<file path="src/design/idc_pkg.sv">
// constants and encodings for the ionizer and detector command handler
package idc_pkg;

    // -------------------------------------------------------------
    // apb register map (byte addresses)
    // -------------------------------------------------------------
    localparam logic [7:0] ADDR_CMD    = 8'h00;
    localparam logic [7:0] ADDR_STATUS = 8'h04;
    localparam logic [7:0] ADDR_CONFIG = 8'h08;
    localparam logic [7:0] ADDR_FOCUS  = 8'h0C;
    localparam logic [7:0] ADDR_MULT   = 8'h10;
    localparam logic [7:0] ADDR_OFFS   = 8'h14;

    // -------------------------------------------------------------
    // command word fields
    // -------------------------------------------------------------
    localparam int CMD_OP_LSB    = 0;
    localparam int CMD_FORM_LSB  = 4;
    localparam int CMD_NONINT    = 6;
    localparam int CMD_ARG_LSB   = 16;
    localparam int ARG_W         = 12;

    localparam logic [3:0] OP_FOCUS   = 4'h1;
    localparam logic [3:0] OP_CALALL  = 4'h2;
    localparam logic [3:0] OP_FULLCAL = 4'h3;
    localparam logic [3:0] OP_MULT    = 4'h4;

    localparam logic [1:0] FORM_NONE    = 2'h0;
    localparam logic [1:0] FORM_NUMBER  = 2'h1;
    localparam logic [1:0] FORM_DEFAULT = 2'h2;
    localparam logic [1:0] FORM_QUERY   = 2'h3;

    // -------------------------------------------------------------
    // ranges, defaults, status bits
    // -------------------------------------------------------------
    localparam int FOCUS_W = 8;
    localparam logic [ARG_W-1:0] FOCUS_MAX     = 12'h096;
    localparam logic [FOCUS_W-1:0] FOCUS_DEF   = 8'h5A;
    localparam logic [ARG_W-1:0] MULT_MAX      = 12'h9BA;
    localparam logic [ARG_W-1:0] MULT_DEF      = 12'h578;
    localparam logic [ARG_W-1:0] MULT_RESET    = 12'h000;

    localparam int STAT_BAD_CMD   = 0;
    localparam int STAT_BAD_PARAM = 2;

    localparam int NF_W    = 3;
    localparam logic [NF_W-1:0] NF_RESET = 3'h4;
    localparam int SLOT_W  = NF_W + 1;
    localparam int DATA_W  = 16;

endpackage : idc_pkg

</file>
<file path="src/design/idc_handler.sv">
// command handler for focus, calibration and multiplier bias commands
module idc_handler
    import idc_pkg::*;
(
    input  wire logic                      sys_clk,
    input  wire logic                      rst,
    input  wire logic [7:0]                paddr,
    input  wire logic                      psel,
    input  wire logic                      penable,
    input  wire logic                      pwrite,
    input  wire logic [31:0]               pwdata,
    output logic      [31:0]               prdata,
    output logic                           pready,
    output logic                           pslverr,
    input  wire logic                      filament_emitting_pin,
    input  wire logic                      multiplier_option_pin,
    output logic      [idc_pkg::FOCUS_W-1:0] focus_bias_value,
    output logic                           focus_bias_load,
    output logic      [idc_pkg::ARG_W-1:0] multiplier_bias_value,
    output logic                           negative_current_mode,
    output logic                           amp_zero_req,
    input  wire logic                      amp_zero_ack,
    input  wire logic [idc_pkg::DATA_W-1:0] amp_zero_data,
    output logic                           axis_recal_req,
    input  wire logic                      axis_recal_ack,
    output logic                           filter_drive_off,
    output logic                           full_cal_req,
    input  wire logic                      full_cal_ack,
    input  wire logic                      scan_start,
    input  wire logic                      scan_single_mass,
    input  wire logic                      meas_valid,
    input  wire logic [idc_pkg::DATA_W-1:0] meas_raw,
    output logic                           meas_corr_valid,
    output logic      [idc_pkg::DATA_W-1:0] meas_corr,
    output logic                           reply_valid,
    input  wire logic                      reply_ready,
    output logic      [idc_pkg::DATA_W-1:0] reply_data,
    output logic                           reply_is_query,
    output logic                           busy
);
    import idc_pkg::*;

    // ------------------------------------------------------------
    // state
    // ------------------------------------------------------------
    typedef enum logic [2:0] {
        ST_IDLE,
        ST_EXEC,
        ST_ZERO,
        ST_AXIS,
        ST_FILT_OFF,
        ST_FULLCAL,
        ST_REPLY
    } idc_state_t;

    typedef struct packed {
        idc_state_t              st;
        logic [FOCUS_W-1:0]      focus;
        logic [ARG_W-1:0]        mult;
        logic                    neg_mode;
        logic [NF_W-1:0]         nf;
        logic [3:0]              op;
        logic [1:0]              form;
        logic                    nonint;
        logic [ARG_W-1:0]        arg;
        logic                    scan_only;
        logic                    single;
        logic [(1<<SLOT_W)-1:0]  offs_ok;
        logic [DATA_W-1:0]       reply;
        logic                    rq;
        logic                    err_cmd;
        logic                    err_param;
        logic                    focus_load;
        logic                    filt_off;
        logic [31:0]             prdata;
        logic [2:0]              fil_s;
        logic [2:0]              opt_s;
        logic                    fil;
        logic                    opt;
        logic                    mv1;
        logic [DATA_W-1:0]       raw1;
        logic [SLOT_W-1:0]       slot1;
        logic                    mv2;
        logic [DATA_W-1:0]       corr;
    } idc_regs_t;

    localparam idc_regs_t REGS_RESET = '{
        st: ST_IDLE, focus: FOCUS_DEF, mult: MULT_RESET, nf: NF_RESET,
        default: '0
    };

    idc_regs_t r;
    idc_regs_t n;

    logic              mem_we;
    logic [DATA_W-1:0] mem_rdata;
    logic              setup;
    logic              access;
    logic              bad_addr;
    logic              cmd_refused;

    // ------------------------------------------------------------
    // helpers
    // ------------------------------------------------------------
    function automatic logic [SLOT_W-1:0] idc_slot(
        input logic            det,
        input logic [NF_W-1:0] nf
    );
        idc_slot = {det, nf};
    endfunction : idc_slot

    function automatic logic idc_known(input logic [7:0] a);
        idc_known = (a == ADDR_CMD) || (a == ADDR_STATUS) ||
                    (a == ADDR_CONFIG) || (a == ADDR_FOCUS) ||
                    (a == ADDR_MULT) || (a == ADDR_OFFS);
    endfunction : idc_known

    // ------------------------------------------------------------
    // apb handshake
    // ------------------------------------------------------------
    // read data is captured in the setup cycle, so no wait state
    assign setup       = psel && !penable;
    assign access      = psel && penable;
    assign bad_addr    = !idc_known(paddr);
    // a command written while one is still open is refused
    assign cmd_refused = pwrite && (paddr == ADDR_CMD) && (r.st != ST_IDLE);
    assign pready      = 1'b1;
    assign pslverr     = access && (bad_addr || cmd_refused);

    // ------------------------------------------------------------
    // offset store
    // ------------------------------------------------------------
    assign mem_we = (r.st == ST_ZERO) && amp_zero_ack;

    idc_offset_mem #(
        .AW (SLOT_W),
        .DW (DATA_W)
    ) u_offs (
        .sys_clk (sys_clk),
        .we      (mem_we),
        .waddr   (idc_slot(r.neg_mode, r.nf)),
        .wdata   (amp_zero_data),
        .raddr   (idc_slot(r.neg_mode, r.nf)),
        .rdata   (mem_rdata)
    );

    // ------------------------------------------------------------
    // next state
    // ------------------------------------------------------------
    always_comb
    begin
        n = r;
        n.focus_load = 1'b0;
        n.filt_off   = 1'b0;

        // pins: a change counts once stages two and three agree
        n.fil_s = {r.fil_s[1:0], filament_emitting_pin};
        n.opt_s = {r.opt_s[1:0], multiplier_option_pin};
        if (r.fil_s[1] == r.fil_s[2])
        begin
            n.fil = r.fil_s[2];
        end
        if (r.opt_s[1] == r.opt_s[2])
        begin
            n.opt = r.opt_s[2];
        end

        // stored focus goes out when emission starts, unless a focus number or default command executes in that cycle
        if (n.fil && !r.fil)
        begin
            n.focus_load = 1'b1;
        end

        // measurement correction, two stages to meet memory latency
        n.mv1   = meas_valid;
        n.raw1  = meas_raw;
        n.slot1 = idc_slot(r.neg_mode, r.nf);
        n.mv2   = r.mv1;
        if (r.mv1)
        begin
            // offset applied only under the settings it was taken at
            if (r.offs_ok[r.slot1] && (mem_rdata <= r.raw1))
            begin
                n.corr = r.raw1 - mem_rdata;
            end
            else if (r.offs_ok[r.slot1])
            begin
                n.corr = '0;
            end
            else
            begin
                n.corr = r.raw1;
            end
        end

        // register reads, captured at setup
        if (setup && !pwrite)
        begin
            case (paddr)
                ADDR_CMD:
                    n.prdata = {4'h0, r.arg, 9'h000, r.nonint,
                                r.form, r.op};
                ADDR_STATUS:
                    n.prdata = {r.reply, 8'h00, 3'h0, r.opt,
                                r.fil, r.err_param, r.err_cmd,
                                (r.st != ST_IDLE)};
                ADDR_CONFIG:
                    n.prdata = {29'h0, r.nf};
                ADDR_FOCUS:
                    n.prdata = {24'h0, r.focus};
                ADDR_MULT:
                    n.prdata = {19'h0, r.neg_mode, r.mult};
                ADDR_OFFS:
                    n.prdata = {16'h0, r.offs_ok};
                default:
                    n.prdata = '0;
            endcase
        end

        if (access && pwrite && (paddr == ADDR_CONFIG))
        begin
            n.nf = pwdata[NF_W-1:0];
        end

        case (r.st)
            ST_IDLE:
            begin
                if (access && pwrite && (paddr == ADDR_CMD))
                begin
                    n.op     = pwdata[CMD_OP_LSB +: 4];
                    n.form   = pwdata[CMD_FORM_LSB +: 2];
                    n.nonint = pwdata[CMD_NONINT];
                    n.arg    = pwdata[CMD_ARG_LSB +: ARG_W];
                    n.st     = ST_EXEC;
                end
                else if (scan_start)
                begin
                    // scans redo the zero; axis only for swept scans
                    n.scan_only = 1'b1;
                    n.single    = scan_single_mass;
                    n.st        = ST_ZERO;
                end
            end
            ST_EXEC:
            begin
                n.err_cmd   = 1'b0;
                n.err_param = 1'b0;
                n.rq        = 1'b0;
                n.scan_only = 1'b0;
                n.single    = 1'b0;
                n.st        = ST_REPLY;
                case (r.op)
                    OP_FOCUS:
                    begin
                        if (r.form == FORM_QUERY)
                        begin
                            n.rq = 1'b1;
                        end
                        else if (r.form == FORM_NONE)
                        begin
                            n.err_param = 1'b1;
                        end
                        else if (r.form == FORM_DEFAULT)
                        begin
                            n.focus      = FOCUS_DEF;
                            n.focus_load = r.fil;
                        end
                        else if (r.nonint || (r.arg > FOCUS_MAX))
                        begin
                            n.err_param = 1'b1;
                        end
                        else
                        begin
                            n.focus      = r.arg[FOCUS_W-1:0];
                            // off filament: value waits for emission
                            n.focus_load = r.fil;
                        end
                    end
                    OP_CALALL:
                    begin
                        if (r.form != FORM_NONE)
                        begin
                            n.err_param = 1'b1;
                        end
                        else
                        begin
                            n.st = ST_ZERO;
                        end
                    end
                    OP_FULLCAL:
                    begin
                        if (r.form != FORM_NONE)
                        begin
                            n.err_param = 1'b1;
                        end
                        else
                        begin
                            n.st = ST_FULLCAL;
                        end
                    end
                    OP_MULT:
                    begin
                        if (!r.opt)
                        begin
                            n.err_cmd = 1'b1;
                        end
                        else if (r.form == FORM_QUERY)
                        begin
                            n.rq = 1'b1;
                        end
                        else if (r.form == FORM_NONE)
                        begin
                            n.err_param = 1'b1;
                        end
                        else if (r.form == FORM_DEFAULT)
                        begin
                            n.mult     = MULT_DEF;
                            n.neg_mode = 1'b1;
                        end
                        else if (r.nonint || (r.arg > MULT_MAX))
                        begin
                            n.err_param = 1'b1;
                        end
                        else
                        begin
                            n.mult     = r.arg;
                            n.neg_mode = (r.arg != '0);
                        end
                    end
                    default:
                    begin
                        n.err_cmd = 1'b1;
                    end
                endcase
            end
            ST_ZERO:
            begin
                // sample held until the amplifier answers
                if (amp_zero_ack)
                begin
                    n.offs_ok[idc_slot(r.neg_mode, r.nf)] = 1'b1;
                    if (r.scan_only && r.single)
                    begin
                        n.st = ST_IDLE;
                    end
                    else
                    begin
                        n.st = ST_AXIS;
                    end
                end
            end
            ST_AXIS:
            begin
                if (axis_recal_ack)
                begin
                    n.st = r.scan_only ? ST_IDLE : ST_FILT_OFF;
                    // drives go off one cycle before the status byte
                    n.filt_off  = !r.scan_only;
                    n.scan_only = 1'b0;
                end
            end
            ST_FILT_OFF:
            begin
                n.st = ST_REPLY;
            end
            ST_FULLCAL:
            begin
                if (full_cal_ack)
                begin
                    n.offs_ok = '0;
                    n.st      = ST_REPLY;
                end
            end
            ST_REPLY:
            begin
                // status leaves before any new command is taken
                if (reply_ready)
                begin
                    n.st = ST_IDLE;
                end
            end
            default:
            begin
                n.st = ST_IDLE;
            end
        endcase

        // reply word is settled on entry to the reply state
        if ((n.st == ST_REPLY) && (r.st != ST_REPLY))
        begin
            if (n.rq && (r.op == OP_FOCUS))
            begin
                n.reply = {{(DATA_W-FOCUS_W){1'b0}}, n.focus};
            end
            else if (n.rq)
            begin
                n.reply = {{(DATA_W-ARG_W){1'b0}}, n.mult};
            end
            else
            begin
                n.reply = '0;
                n.reply[STAT_BAD_CMD]   = n.err_cmd;
                n.reply[STAT_BAD_PARAM] = n.err_param;
            end
        end
    end

    // ------------------------------------------------------------
    // registers
    // ------------------------------------------------------------
    // power loss is reset: every offset is forgotten with it
    always_ff @(posedge sys_clk or posedge rst)
    begin
        if (rst)
        begin
            r <= REGS_RESET;
        end
        else
        begin
            r <= n;
        end
    end

    // ------------------------------------------------------------
    // outputs
    // ------------------------------------------------------------
    assign prdata                = r.prdata;
    assign focus_bias_value      = r.focus;
    assign focus_bias_load       = r.focus_load;
    assign multiplier_bias_value = r.mult;
    assign negative_current_mode = r.neg_mode;
    assign amp_zero_req          = (r.st == ST_ZERO);
    assign axis_recal_req        = (r.st == ST_AXIS);
    assign full_cal_req          = (r.st == ST_FULLCAL);
    assign filter_drive_off      = r.filt_off;
    assign meas_corr_valid       = r.mv2;
    assign meas_corr             = r.corr;
    assign reply_valid           = (r.st == ST_REPLY);
    assign reply_data            = r.reply;
    assign reply_is_query        = r.rq;
    assign busy                  = (r.st != ST_IDLE);

endmodule : idc_handler

</file>
<file path="src/design/idc_offset_mem.sv">
// offset correction store, one word per detector setting
module idc_offset_mem #(
    parameter int AW = 4,
    parameter int DW = 16
) (
    input  wire logic          sys_clk,
    input  wire logic          we,
    input  wire logic [AW-1:0] waddr,
    input  wire logic [DW-1:0] wdata,
    input  wire logic [AW-1:0] raddr,
    output logic      [DW-1:0] rdata
);

    logic [DW-1:0] mem [0:(1<<AW)-1];

    // no reset: validity is tracked outside, so erasing is one cycle
    always_ff @(posedge sys_clk)
    begin
        if (we)
        begin
            mem[waddr] <= wdata;
        end
        rdata <= mem[raddr];
    end

endmodule : idc_offset_mem

</file>
<file path="config.mk">
export PLATFORM = sky130hd
export DESIGN_NAME = idc_handler
export DESIGN_NICKNAME = d
export VERILOG_FILES = /design/src/design/idc_pkg.sv /design/src/design/idc_handler.sv /design/src/design/idc_offset_mem.sv
export SDC_FILE = /design/constraint.sdc
export NUM_CORES = 1
export LEC_CHECK = 0
export ABC_AREA = 1
export BUFFER_PORTS_ARGS = -buffer_cell sky130_fd_sc_hd__buf_2
export CORE_UTILIZATION = 60
export DETAILED_ROUTE_END_ITERATION = 16
export MAX_ROUTING_LAYER = met4
export PLACE_DENSITY = 0.8
export SETUP_SLACK_MARGIN = 0.05
export SLEW_MARGIN = 20
export SYNTH_ARGS = -nofsm -noshare
export SYNTH_HDL_FRONTEND = slang
export SYNTH_HIERARCHICAL = 1
export SYNTH_SLANG_ARGS = --single-unit
export TNS_END_PERCENT = 20
</file>
<file path="constraint.sdc">
create_clock -name sys_clk -period 6.4 [get_ports sys_clk]
set_clock_uncertainty 0.05 [all_clocks]
set_input_delay 0.64 -clock sys_clk [delete_from_list [all_inputs] [get_ports sys_clk]]
set_output_delay 0.64 -clock sys_clk [all_outputs]
set_load 0.02 [all_outputs]
</file>
# After elaboration in Yosys (flattened, before gate mapping)
# Memory sizes are Yosys's and may differ from the RTL's. A register that Yosys moved wholly into a read port is not among the register bits.
# Index checks and enable logic that the tools add are counted.
# totals
output_inout_bits	96
mem_bits_rw	256
n_memories	1
regBits	163
input_bits	86
word_cells	179
# memory_table
name	depth	width	rd	rd_clocked_by_memory_dff	wr	line	source
u_offs.mem	16	16	1	1	1	idc_offset_mem.sv:14	logic [DW-1:0] mem [0:(1<<AW)-1];
# op_classes
n_addsub	1
magnitude_cmp	6
n_reduce_logical	45
muxes	68
bitwise	3
n_eq_ne	27
# ops
op	n
$pmux W32 S6	1
$mux W13	6
$mux W16	4
$mux W8	5
$pmux W16 S2	1
$mux W1	25
$mux W12	2
$mux W3	8
$mux W21	1
$pmux W3 S7	1
$eq A8 B4 Y1 const B	2
$eq A8 B5 Y1 const B	2
$le A16 B16 Y1	1
$logic_and A1 B1 Y1	16
$or A16 B16 Y16	1
$sub A16 B16 Y16	1
$eq A3 B3 Y1 const B	4
$gt A12 B12 Y1 const B	1
$gt A12 B8 Y1 const B	1
$reduce_bool A12 Y1	1
$lt A4 B5 Y1 const B	2
$mux W2	5
$eq A4 B2 Y1 const B	2
$eq A8 B3 Y1 const B	1
other kinds (30)	56

# Depth between registers and ports, before layout
# Gate-level depths: netlist of run 1.
# logic_depth
ltp_word	12
mapped_depth	16
depth_no_buf	16

# By module
# Netlist of run 1, hierarchy kept.
# by_module_without_submodules
module	instances	seq_area_each_um2	area_each_um2	cells_per_inst
idc_offset_mem	1	8007.7	11380.9	1074
idc_handler	1	3885.0	8523.2	1063

# Worst setup path after synthesis of run 1
# OpenSTA, ideal clock, no wires.
# synth_timing
path_type	register to register
startpoint	reg r[162] in the netlist's numbering
endpoint	mem u_offs.mem[12][0], enable pin
setup_slack_ns	4.039
t_required_ns	5.962
arrival_time_ns	1.923
period_less_slack_ns	2.361
n_path_buf	0
setup_ns	0.388
path_stages_with_launch	8
path_cell_list	dfrtp_1 inv_2 nand3_1 inv_1 nand2_1 inv_1 nand3_1 nor2_1
# synth_via
elab_chain_len	4
# synth_rtl
element	line	source
start, declared	idc_handler.sv:92	idc_regs_t r;
start signal, assigned	idc_handler.sv:420	r <= n;
$eq A3 B2 Y1	--	
via amp_zero_req	idc_handler.sv:21	output logic amp_zero_req,
$logic_and A1 B1 Y1	idc_handler.sv:133	assign mem_we = (r.st == ST_ZERO) && amp_zero_ack;
via mem_we	idc_handler.sv:95	logic mem_we;
$mux W1	idc_offset_mem.sv:19	if (we)
$mux W1 (implied by the code)	idc_offset_mem.sv:21	mem[waddr] <= wdata;
end, declared	idc_offset_mem.sv:14	
# The timed path passes the listed nets, and every way through them passes these cells.

==> results of run 1 <==
## logic make-up (layout without fill, tap and decap cells)
family / after synthesis / after routing
compound gates: 193 / 193
xor+xnor: 12 / 12
fa+ha+maj: 22 / 22
buf+inv: 485 / 593
flops: 427 / 427
other cells: 2 / 12
simple gates: 996 / 996
## power by group through the flow
stage	sequential (uW)	clock, uW	combinational, uW
2_1_floorplan	3220	0	730
3_3_place_gp	3240	0	937
3_5_place_dp	3250	0	954
4_1_cts	3200	2580	959
5_1_grt	3220	2680	1080
6_report	3200	2540	969
## layer usage
layer	global-route usage [%]	vias up	part of all wire, %
met3	4.386	132	8.9
met1	38.67	7172	39
li1	-	6999	-
met2	50.15	833	48
met4	12.97	0	3.8
met5	-	-	0
## cells in the final DEF (no fill, tap or decap), drive strengths merged, types with 3 or more instances in the layout
master	count
nand4	6
nand3b	4
ha	19
dfxtp	16
bufinv	5
o2111ai	6
inv	327
a211oi	4
dfstp	5
clkinv	18
conb	9
o21ai	63
nor3	13
clkbuf	55
o211ai	6
buf	187
nand3	270
nor2	127
o22ai	20
a31oi	8
dfrtp	150
nand2	571
xnor2	4
edfxtp	256
xor2	8
nor4	4
a21oi	77
diode	3
## worst reg2reg max path, delay by kind of cell, from the launching register on
kind | cells | cell delay [ns]
flops | 1 | 0.87
buf+inv | 2 | 1.55
simple gates | 6 | 0.66
## per-stage QoR
stage / total power, uW / cells / setup WS [ns] / area, sq um / utilization, %
finish: 6713 / 2697 / 3.125 / 21910 / 67.17
global route: 6973 / 2697 / 2.910 / 21910 / 67.17
CTS: 6739 / 2694 / 3.175 / 21900 / 67.14
detailed placement: 4204 / 2615 / 3.186 / 20460 / 62.73
global placement: 4180 / 2615 / 3.204 / 20460 / 62.73
floorplan: 3948 / 2144 / 1.540 / 19930 / -
## synth_stat cells, drive strengths merged (13+ instances only)
master  count  area (sq um)
nand2     571          2178
inv       325          1222
nand3     270          1366
edfxtp    256          7687
dfrtp     150          3754
buf       131         935.9
nor2      127         540.5
a21oi      77         389.1
o21ai      63         319.1
clkbuf     27         101.4
o22ai      20         125.1
ha         19         237.7
dfxtp      16         320.3
nor3       13         80.08
## flip-flops by register name, summed over array words and instances, names as in the netlist
| signal | count |
|---|---|
| filter_drive_off | 1 |
| reply_is_query | 1 |
| u_offs/rdata | 16 |
| r | 66 |
| meas_corr | 16 |
| prdata | 28 |
| focus_bias_value | 8 |
| reply_data | 12 |
| multiplier_bias_value | 12 |
| u_offs/mem | 256 |
| meas_corr_valid | 1 |
| focus_bias_load | 1 |
| n | 8 |
| negative_current_mode | 1 |
## layout make-up
class	instances	area [sq um]	area share, %
inverters	327	1241	5.665
well taps	442	553.0	2.524
diodes	3	7.507	0.03427
clock inverters	24	276.5	1.262
repair buffers	187	1006	4.592
multi-input cells	1232	5766	26.32
flip-flops and latches	427	11900	54.31
clock buffers	55	1161	5.300
## worst max-delay path by stage
stage	to	cells after the start
finish	u_offs/rdata[4]	8
global route	u_offs/rdata[4]	8
CTS	u_offs/rdata[4]	8
detailed placement	u_offs/rdata[4]	8
global placement	u_offs/rdata[4]	8
floorplan	filter_drive_off	1
==> metrics.txt, run 1 <==
Detailed Route WL=49790 um; crit path kind=reg -> reg; Vias/cell=5.612; R2R setup slack=around 3.1 ns; largest net degree at the start of global routing=107; Die Area=between 30000 and 40000 sq um; Compound-Gate Fraction of Synth Area=under 10%; Arr. time, crit path=3.63 ns; drt initial violations=1593; largest family of logic cells by synthesized area=simple AND/OR/NAND/NOR gates; outcome=finished, final reports clean; unrepaired setup endpoints after global routing=false; Syn Inst Count=around 2100; Synth Area in Simple Gates=21.45%; TritonCTS clock tree=built; adder-cell share of the synthesized area=1.396%; Reg power frac=47.7%; mux contribution to synthesized area=0%; Synth Area in XOR/XNOR=0.5280%; sequential area share after synthesis=59.75%; FMAX=305.3 MHz; Total GRT Usage=between 30 and 40%; RePlAce Congestion=0.9841; fill count=2469; initial antenna violation count=3; number of global-route vias before repair=14330; count of buffers from port buffering=between 150 and 200; CP max stage cell=dfrtp_4; die width=184.1 um; hold path depth=1; Worst Path Required=6.76 ns; synth unique cells=53; CP cell instances=clkinv_2 -> buf_4 -> nand2_1 -> nand2_1 -> nand2_1 -> nand3_1 -> nand3_1 -> nand2_1; internal power=4894 uW; max incr delay on CP=0.87 ns; Skew-Pair Late Insertion Delay=0.56 ns; Initial Util=around 60%; # resized after CTS=0; Net Sw Frac=27.09%; Pleak=0.01033 uW; Fin Hold WS=approximately 0.13 ns; hold path endpoint=r[36]; RR Startpoint=n[17]; first-pass GRT wire length=76600 um; CP Max Fanout=74; synthesized flop and latch total=427; die height=184.1 um; HP Start=meas_raw[15]; Peak supply drop=approximately 0.29 mV; Slew Limit Fails=0; Layout area overhead=10.07%; Final period util=roughly 51%; clk slew on worst S/H paths=0.06 ns; cts-stage hold buffer count=0; DP Wirelength=31850 um; # rows=66; Min Clock Period, post-route=3.275 ns; max-capacitance violation count=0; Clock power frac=between 30% and 40%; startpoint type of the worst setup path=register; num ports=approximately 180; Setup Buffers After CTS=0; CP top delay family=buffers and inverters; reg2reg end=u_offs/rdata[4]; share of layout cells above drive strength 1=around an eighth; Sum Neg Setup Slack=0 ns; Worst Hold Class=in -> reg; prevailing post-synth register cell=edfxtp_1; Critical path origin=n[17]; WP buf/inv=2; vias=15140; Antenna Violating Nets Remaining=0; Avg WL per Cell=18.46 um; Post-Syn Area=19900 sq um; number of synthesized flops with an enable pin=~260; Root Buffer=clkbuf_16; TritonCTS Sinks=approximately 430; Avg Synthesized Cell Area=9.314 sq um; reg2reg path depth=8; total global routing overflow=0; DRC violations left=0; DR pass1 iterations=6; Net Sw Power=1818 uW; Finish-stage setup viols=0; Num CTS Buffers=43; combinational fraction of design power=14.4%; pwr/cell area=306.4 nW/um^2; Slew @ Worst Pin=1.034 ns; Max transition margin=30.83%; final hold violations=0; CP endpoint kind=register; Crit path top cell by count=nand2_1; maximum buffer depth of the clock tree=3; Max H-tree Level=2; Core Footprint=between 30000 and 40000 sq um; ys async rst share=a little over a third; Warnings, synthesis=6; Final #Nets=2324
No activity file was read; power rests on OpenSTA's default activity.
==> run 2, diff against run 1 <==
- clock period: 6.4 -> 3.1 ns (I/O delays scaled with it)
==> metrics.txt, run 2 (synthesis gave the netlist of run 1 again) <==
crit path kind=reg -> reg; Pleak=0.01062 uW; Initial Util=between 60% and 70%; CP endpoint kind=register; outcome=finished, final reports clean; final core occ=between 60% and 70%; Arr. time, crit path=between 2 and 3 ns; Multi-input gate area=5766 sq um; Peak supply drop=0.4998 mV; unrepaired setup endpoints after global routing=false; Final #Nets=about 2400; clk slew on worst S/H paths=0.06 ns; num ports=182; Slew Limit Fails=0; Antenna Violating Nets Remaining=0; total global routing overflow=0; DP Wirelength=33800 um; Max H-tree Level=2; Worst Hold Class=in -> reg; Die Area=~34000 sq um; Slew @ Worst Pin=about 0.82 ns; Final Non-Filler Cells=around 2800; first-pass GRT wire length=78430 um; RePlAce Congestion=between 1 and 1.5; R2R setup slack=0.63 ns; # rows=66; largest net degree at the start of global routing=74; TritonCTS Sinks=427; count of buffers from port buffering=159; Min Clock Period, post-route=approximately 2.5 ns; startpoint type of the worst setup path=register; number of global-route vias before repair=14740; Finish-stage setup viols=0; fill count=2390; RR Startpoint=r[162]; die height=between 150 and 200 um; DRC violations left=0; largest reg by FF count=u_offs/mem; register area=11900 sq um; Fin Hold WS=about 0.019 ns; initial antenna violation count=3; most frequent cells in the layout=nand2_1, inv_1, nand3_1; maximum buffer depth of the clock tree=3; Final period util=between 70% and 80%; Worst Path Required=3.32 ns; Core Footprint=32620 sq um; Num CTS Buffers=between 40 and 50; share of layout cells above drive strength 1=13.94%; Total GRT Usage=31.21%; HP Start=amp_zero_ack; most common cell after layout, fill and taps aside=nand2_1; Vias/cell=approximately 5.5; TritonCTS clock tree=built; vias=15320; Sum Neg Setup Slack=0 ns; number of flip-flops in the largest register=roughly 260; Layout area overhead=13.00%; die width=184.1 um; FMAX=405.5 MHz; CP Max Fanout=7; pwr/cell area=612.9 nW/um^2; drt initial violations=1656; Skew-Pair Late Insertion Delay=0.57 ns; max-capacitance violation count=0; Setup Buffers After CTS=0; Root Buffer=clkbuf_16; Critical path origin=r[162]; DR pass1 iterations=6; placed cell count=2641; Detailed Route WL=50570 um; final hold violations=0; Avg WL per Cell=18.31 um; Max transition margin=44.94%
-- run 2: cell count changes in the layout (fill, tap and decap cells not counted) --
| cell | delta |
|---|---|
| buf_4 | +22 |
| bufinv_16 | -2 |
| clkinv_2 | +2 |
| buf_12 | +4 |
| clkinv_4 | -1 |
| inv_6 | -1 |
| dlygate4sd3_1 | +39 |
| clkinv_1 | -1 |
| clkinvlp_4 | +2 |
| clkbuf_1 | +1 |
-- run 2: through the flow --
step	worst slack, ns	area (sq um)	total power (uW)
after global placement	0.7288	20710	8673
after detailed placement	0.6808	20710	8727
after global routing	0.4653	22490	14300
after floorplan	0.7386	19930	8151
final	0.6337	22490	13780
after CTS	0.6402	22480	13810
-- run 2: area by class of cell --
| cell class | instances | area share (%) |
|---|---|---|
| sequential | 427 | 52.90 |
| multi-input combinational | 1232 | 25.63 |
| timing repair buffer | 252 | 7.299 |
| inverter | 327 | 5.513 |
| clock buffer | 56 | 5.179 |
| tap | 442 | 2.459 |
| clock inverter | 23 | 0.9846 |
| antenna | 3 | 0.03338 |
-- run 2: report_power, final --
| group | internal, uW | switching, uW | leakage [uW] |
|---|---|---|---|
| combinational | 671 | 1430 | 0.00557 |
| sequential | 6400 | 185 | 0.00436 |
| clock | 2930 | 2180 | 0.000681 |
-- run 2: routing by layer --
metal	track usage (%)	part of all wire, %	vias to the layer above
met5	-	0	-
met4	10.70	2.7	0
met3	4.624	8.7	126
met2	51.86	49	802
met1	39.28	39	7238
li1	-	-	7150
-- run 2: worst max-delay path, stage by stage, from the launching register on --
cell and delay, ns:
dfrtp_1 0.43, inv_2 0.12, nand3_1 0.10, inv_1 0.11
nand2_1 0.14, inv_1 0.25, nand3b_1 0.18, nor2_1 0.49
buf_4 0.29
-- run 2: worst paths after layout --
| kind | end | cells past startpoint |
|---|---|---|
| max in group asynchronous | n[17] | 4 |
| min | r[160] | 3 |
| min reg2reg | n[45] | 0 |
| max | u_offs/mem[10][8] | 8 |
| min in group asynchronous | meas_corr_valid | 3 |
| max reg2reg | u_offs/mem[10][8] | 8 |
-- run 2: what timing repair did --
action | in CTS | in global routing
hold buffers | 39 | 0
hold endpoints to repair | 73 | 0
resized for setup | 0 | 0
==> run 3, diff against run 2 <==
- CORE_UTILIZATION: 60 -> 54
- PLACE_DENSITY: 0.8 -> 0.76
- clock period: 3.1 -> 2 ns (I/O delays scaled with it)
==> metrics.txt, run 3 (synthesis gave the netlist of run 1 again) <==
count of buffers from port buffering=159; Num CTS Buffers=44; TritonCTS clock tree=built; Root Buffer=clkbuf_16; reg2reg path depth=11; first-pass GRT wire length=83060 um; DR pass1 iterations=11; Initial Util=55.42%; Final Non-Filler Cells=2899; DRC violations left=1; Layout area overhead=22.31%; die height=~190 um; Avg WL per Cell=18.79 um; Vias/cell=around 5.5; drt initial violations=1286; CP endpoint kind=output port; Final #Nets=2509; die width=194.0 um; final hold violations=0; Sum Neg Setup Slack=0 ns; Antenna Violating Nets Remaining=0; Critical Path End=full_cal_req; startpoint type of the worst setup path=register; CP Max Fanout=3; FMAX=504.8 MHz; reg2reg end=meas_corr[15]; Slew Limit Fails=0; Design Area, Final=24340 sq um; pwr/cell area=918.7 nW/um^2; Worst Path Required=1.75 ns; Core Footprint=35910 sq um; largest net degree at the start of global routing=55; Skew-Pair Late Insertion Delay=0.56 ns; number of global-route vias before repair=15140; # rows=69; RR Startpoint=r[27]; most frequent cells in the layout=nand2_1, inv_1, nand3_1; share of layout cells above drive strength 1=approximately a fifth; Die Area=37630 sq um; R2R setup slack=0.04 ns; outcome=finished with violations; TritonCTS Sinks=roughly 430; Arr. time, crit path=1.73 ns; placed cell count=~2700; unrepaired setup endpoints after global routing=true; Finish-stage setup viols=0; number of flip-flops in the largest register=256; Max H-tree Level=2; Critical path origin=r[161]; crit path kind=reg -> out; clk slew on worst S/H paths=around 0.050 ns; maximum buffer depth of the clock tree=3; vias=approximately 16000; max-capacitance violation count=0; total global routing overflow=0; Total GRT Usage=29.46%; Post-DP Area=21510 sq um; Pleak=between 0.01 and 0.015 uW; Max transition margin=57.93%; Detailed Route WL=54460 um; failing checks=DRC; RePlAce Congestion=0.9210; largest reg by FF count=u_offs/mem; Peak supply drop=0.8964 mV; Min Clock Period, post-route=1.981 ns; Final period util=99.05%; DP Wirelength=35440 um; initial antenna violation count=1; most common cell after layout, fill and taps aside=nand2_1; num ports=182; Slew @ Worst Pin=~0.63 ns; Worst Hold Class=in -> reg
## run 3: routing by layer
metal	share of wire, %	up-vias	track usage, %	wire length [um]
met4	3.5	0	11.35	1918
met3	7.5	140	4.070	4093
li1	-	7385	-	-
met2	49	738	48.36	26510
met5	0	-	-	0
met1	40	7581	37.22	21940
## run 3: per-stage QoR
stage | util [%] | hold WS, ns | setup WS, ns | power [uW]
global placement | 59.90 | 0.2578 | -0.01115 | 13800
floorplan | - | 0.1814 | -0.2048 | 12640
detailed placement | 59.90 | 0.2585 | -0.05876 | 13860
finish | 67.79 | 0.06930 | 0.01890 | 22360
CTS | 66.10 | 0.01349 | -0.007817 | 21900
global route | 67.79 | 0.09229 | -0.1398 | 23160
## run 3: cell type report
cell class              instances  area (sq um)
inverters                     327          1262
repair buffers                370          2892
well taps                     461         576.8
clock buffers                  55          1164
flip-flops and latches        427         11900
clock inverters                25         188.9
multi-input cells            1232          6352
repair inverters                1         6.256
fillers                      2666         11570
diodes                          1         2.502
## run 3: worst min path at each step
stage                            start         end  slack, ns  cells after the start
after floorplan             meas_valid       n[16]       0.18                      0
after global placement             rst   prdata[7]       0.26                      2
after detailed placement           rst      r[110]       0.26                      2
after CTS                 full_cal_ack      r[161]       0.01                      5
after global routing            pwrite  prdata[20]       0.09                      5
final                     full_cal_ack      r[161]       0.07                      5
## run 3: critical path, stage by stage, from the launching register on
cell	delay (ns)
dfrtp_1	0.43
buf_4	0.17
nor2_4	0.10
nand2_1	0.17
inv_1	0.14
buf_2	0.17
## run 3: power by group
| part | leakage (uW) | internal [uW] | switching, uW |
|---|---|---|---|
| logic | 0.00629 | 1720 | 2650 |
| clock network | 0.000663 | 4490 | 3290 |
| registers | 0.00436 | 9920 | 298 |
## run 3: repair_timing
action / CTS / global route
endpoints found under the setup margin: 273 / 208
hold buffers: 59 / 0
buffers inserted: 8 / 21
cloned: 2 / 1
pin swaps: 9 / 33
gates resized for setup: 40 / 98
endpoints found under the hold margin: 306 / 0
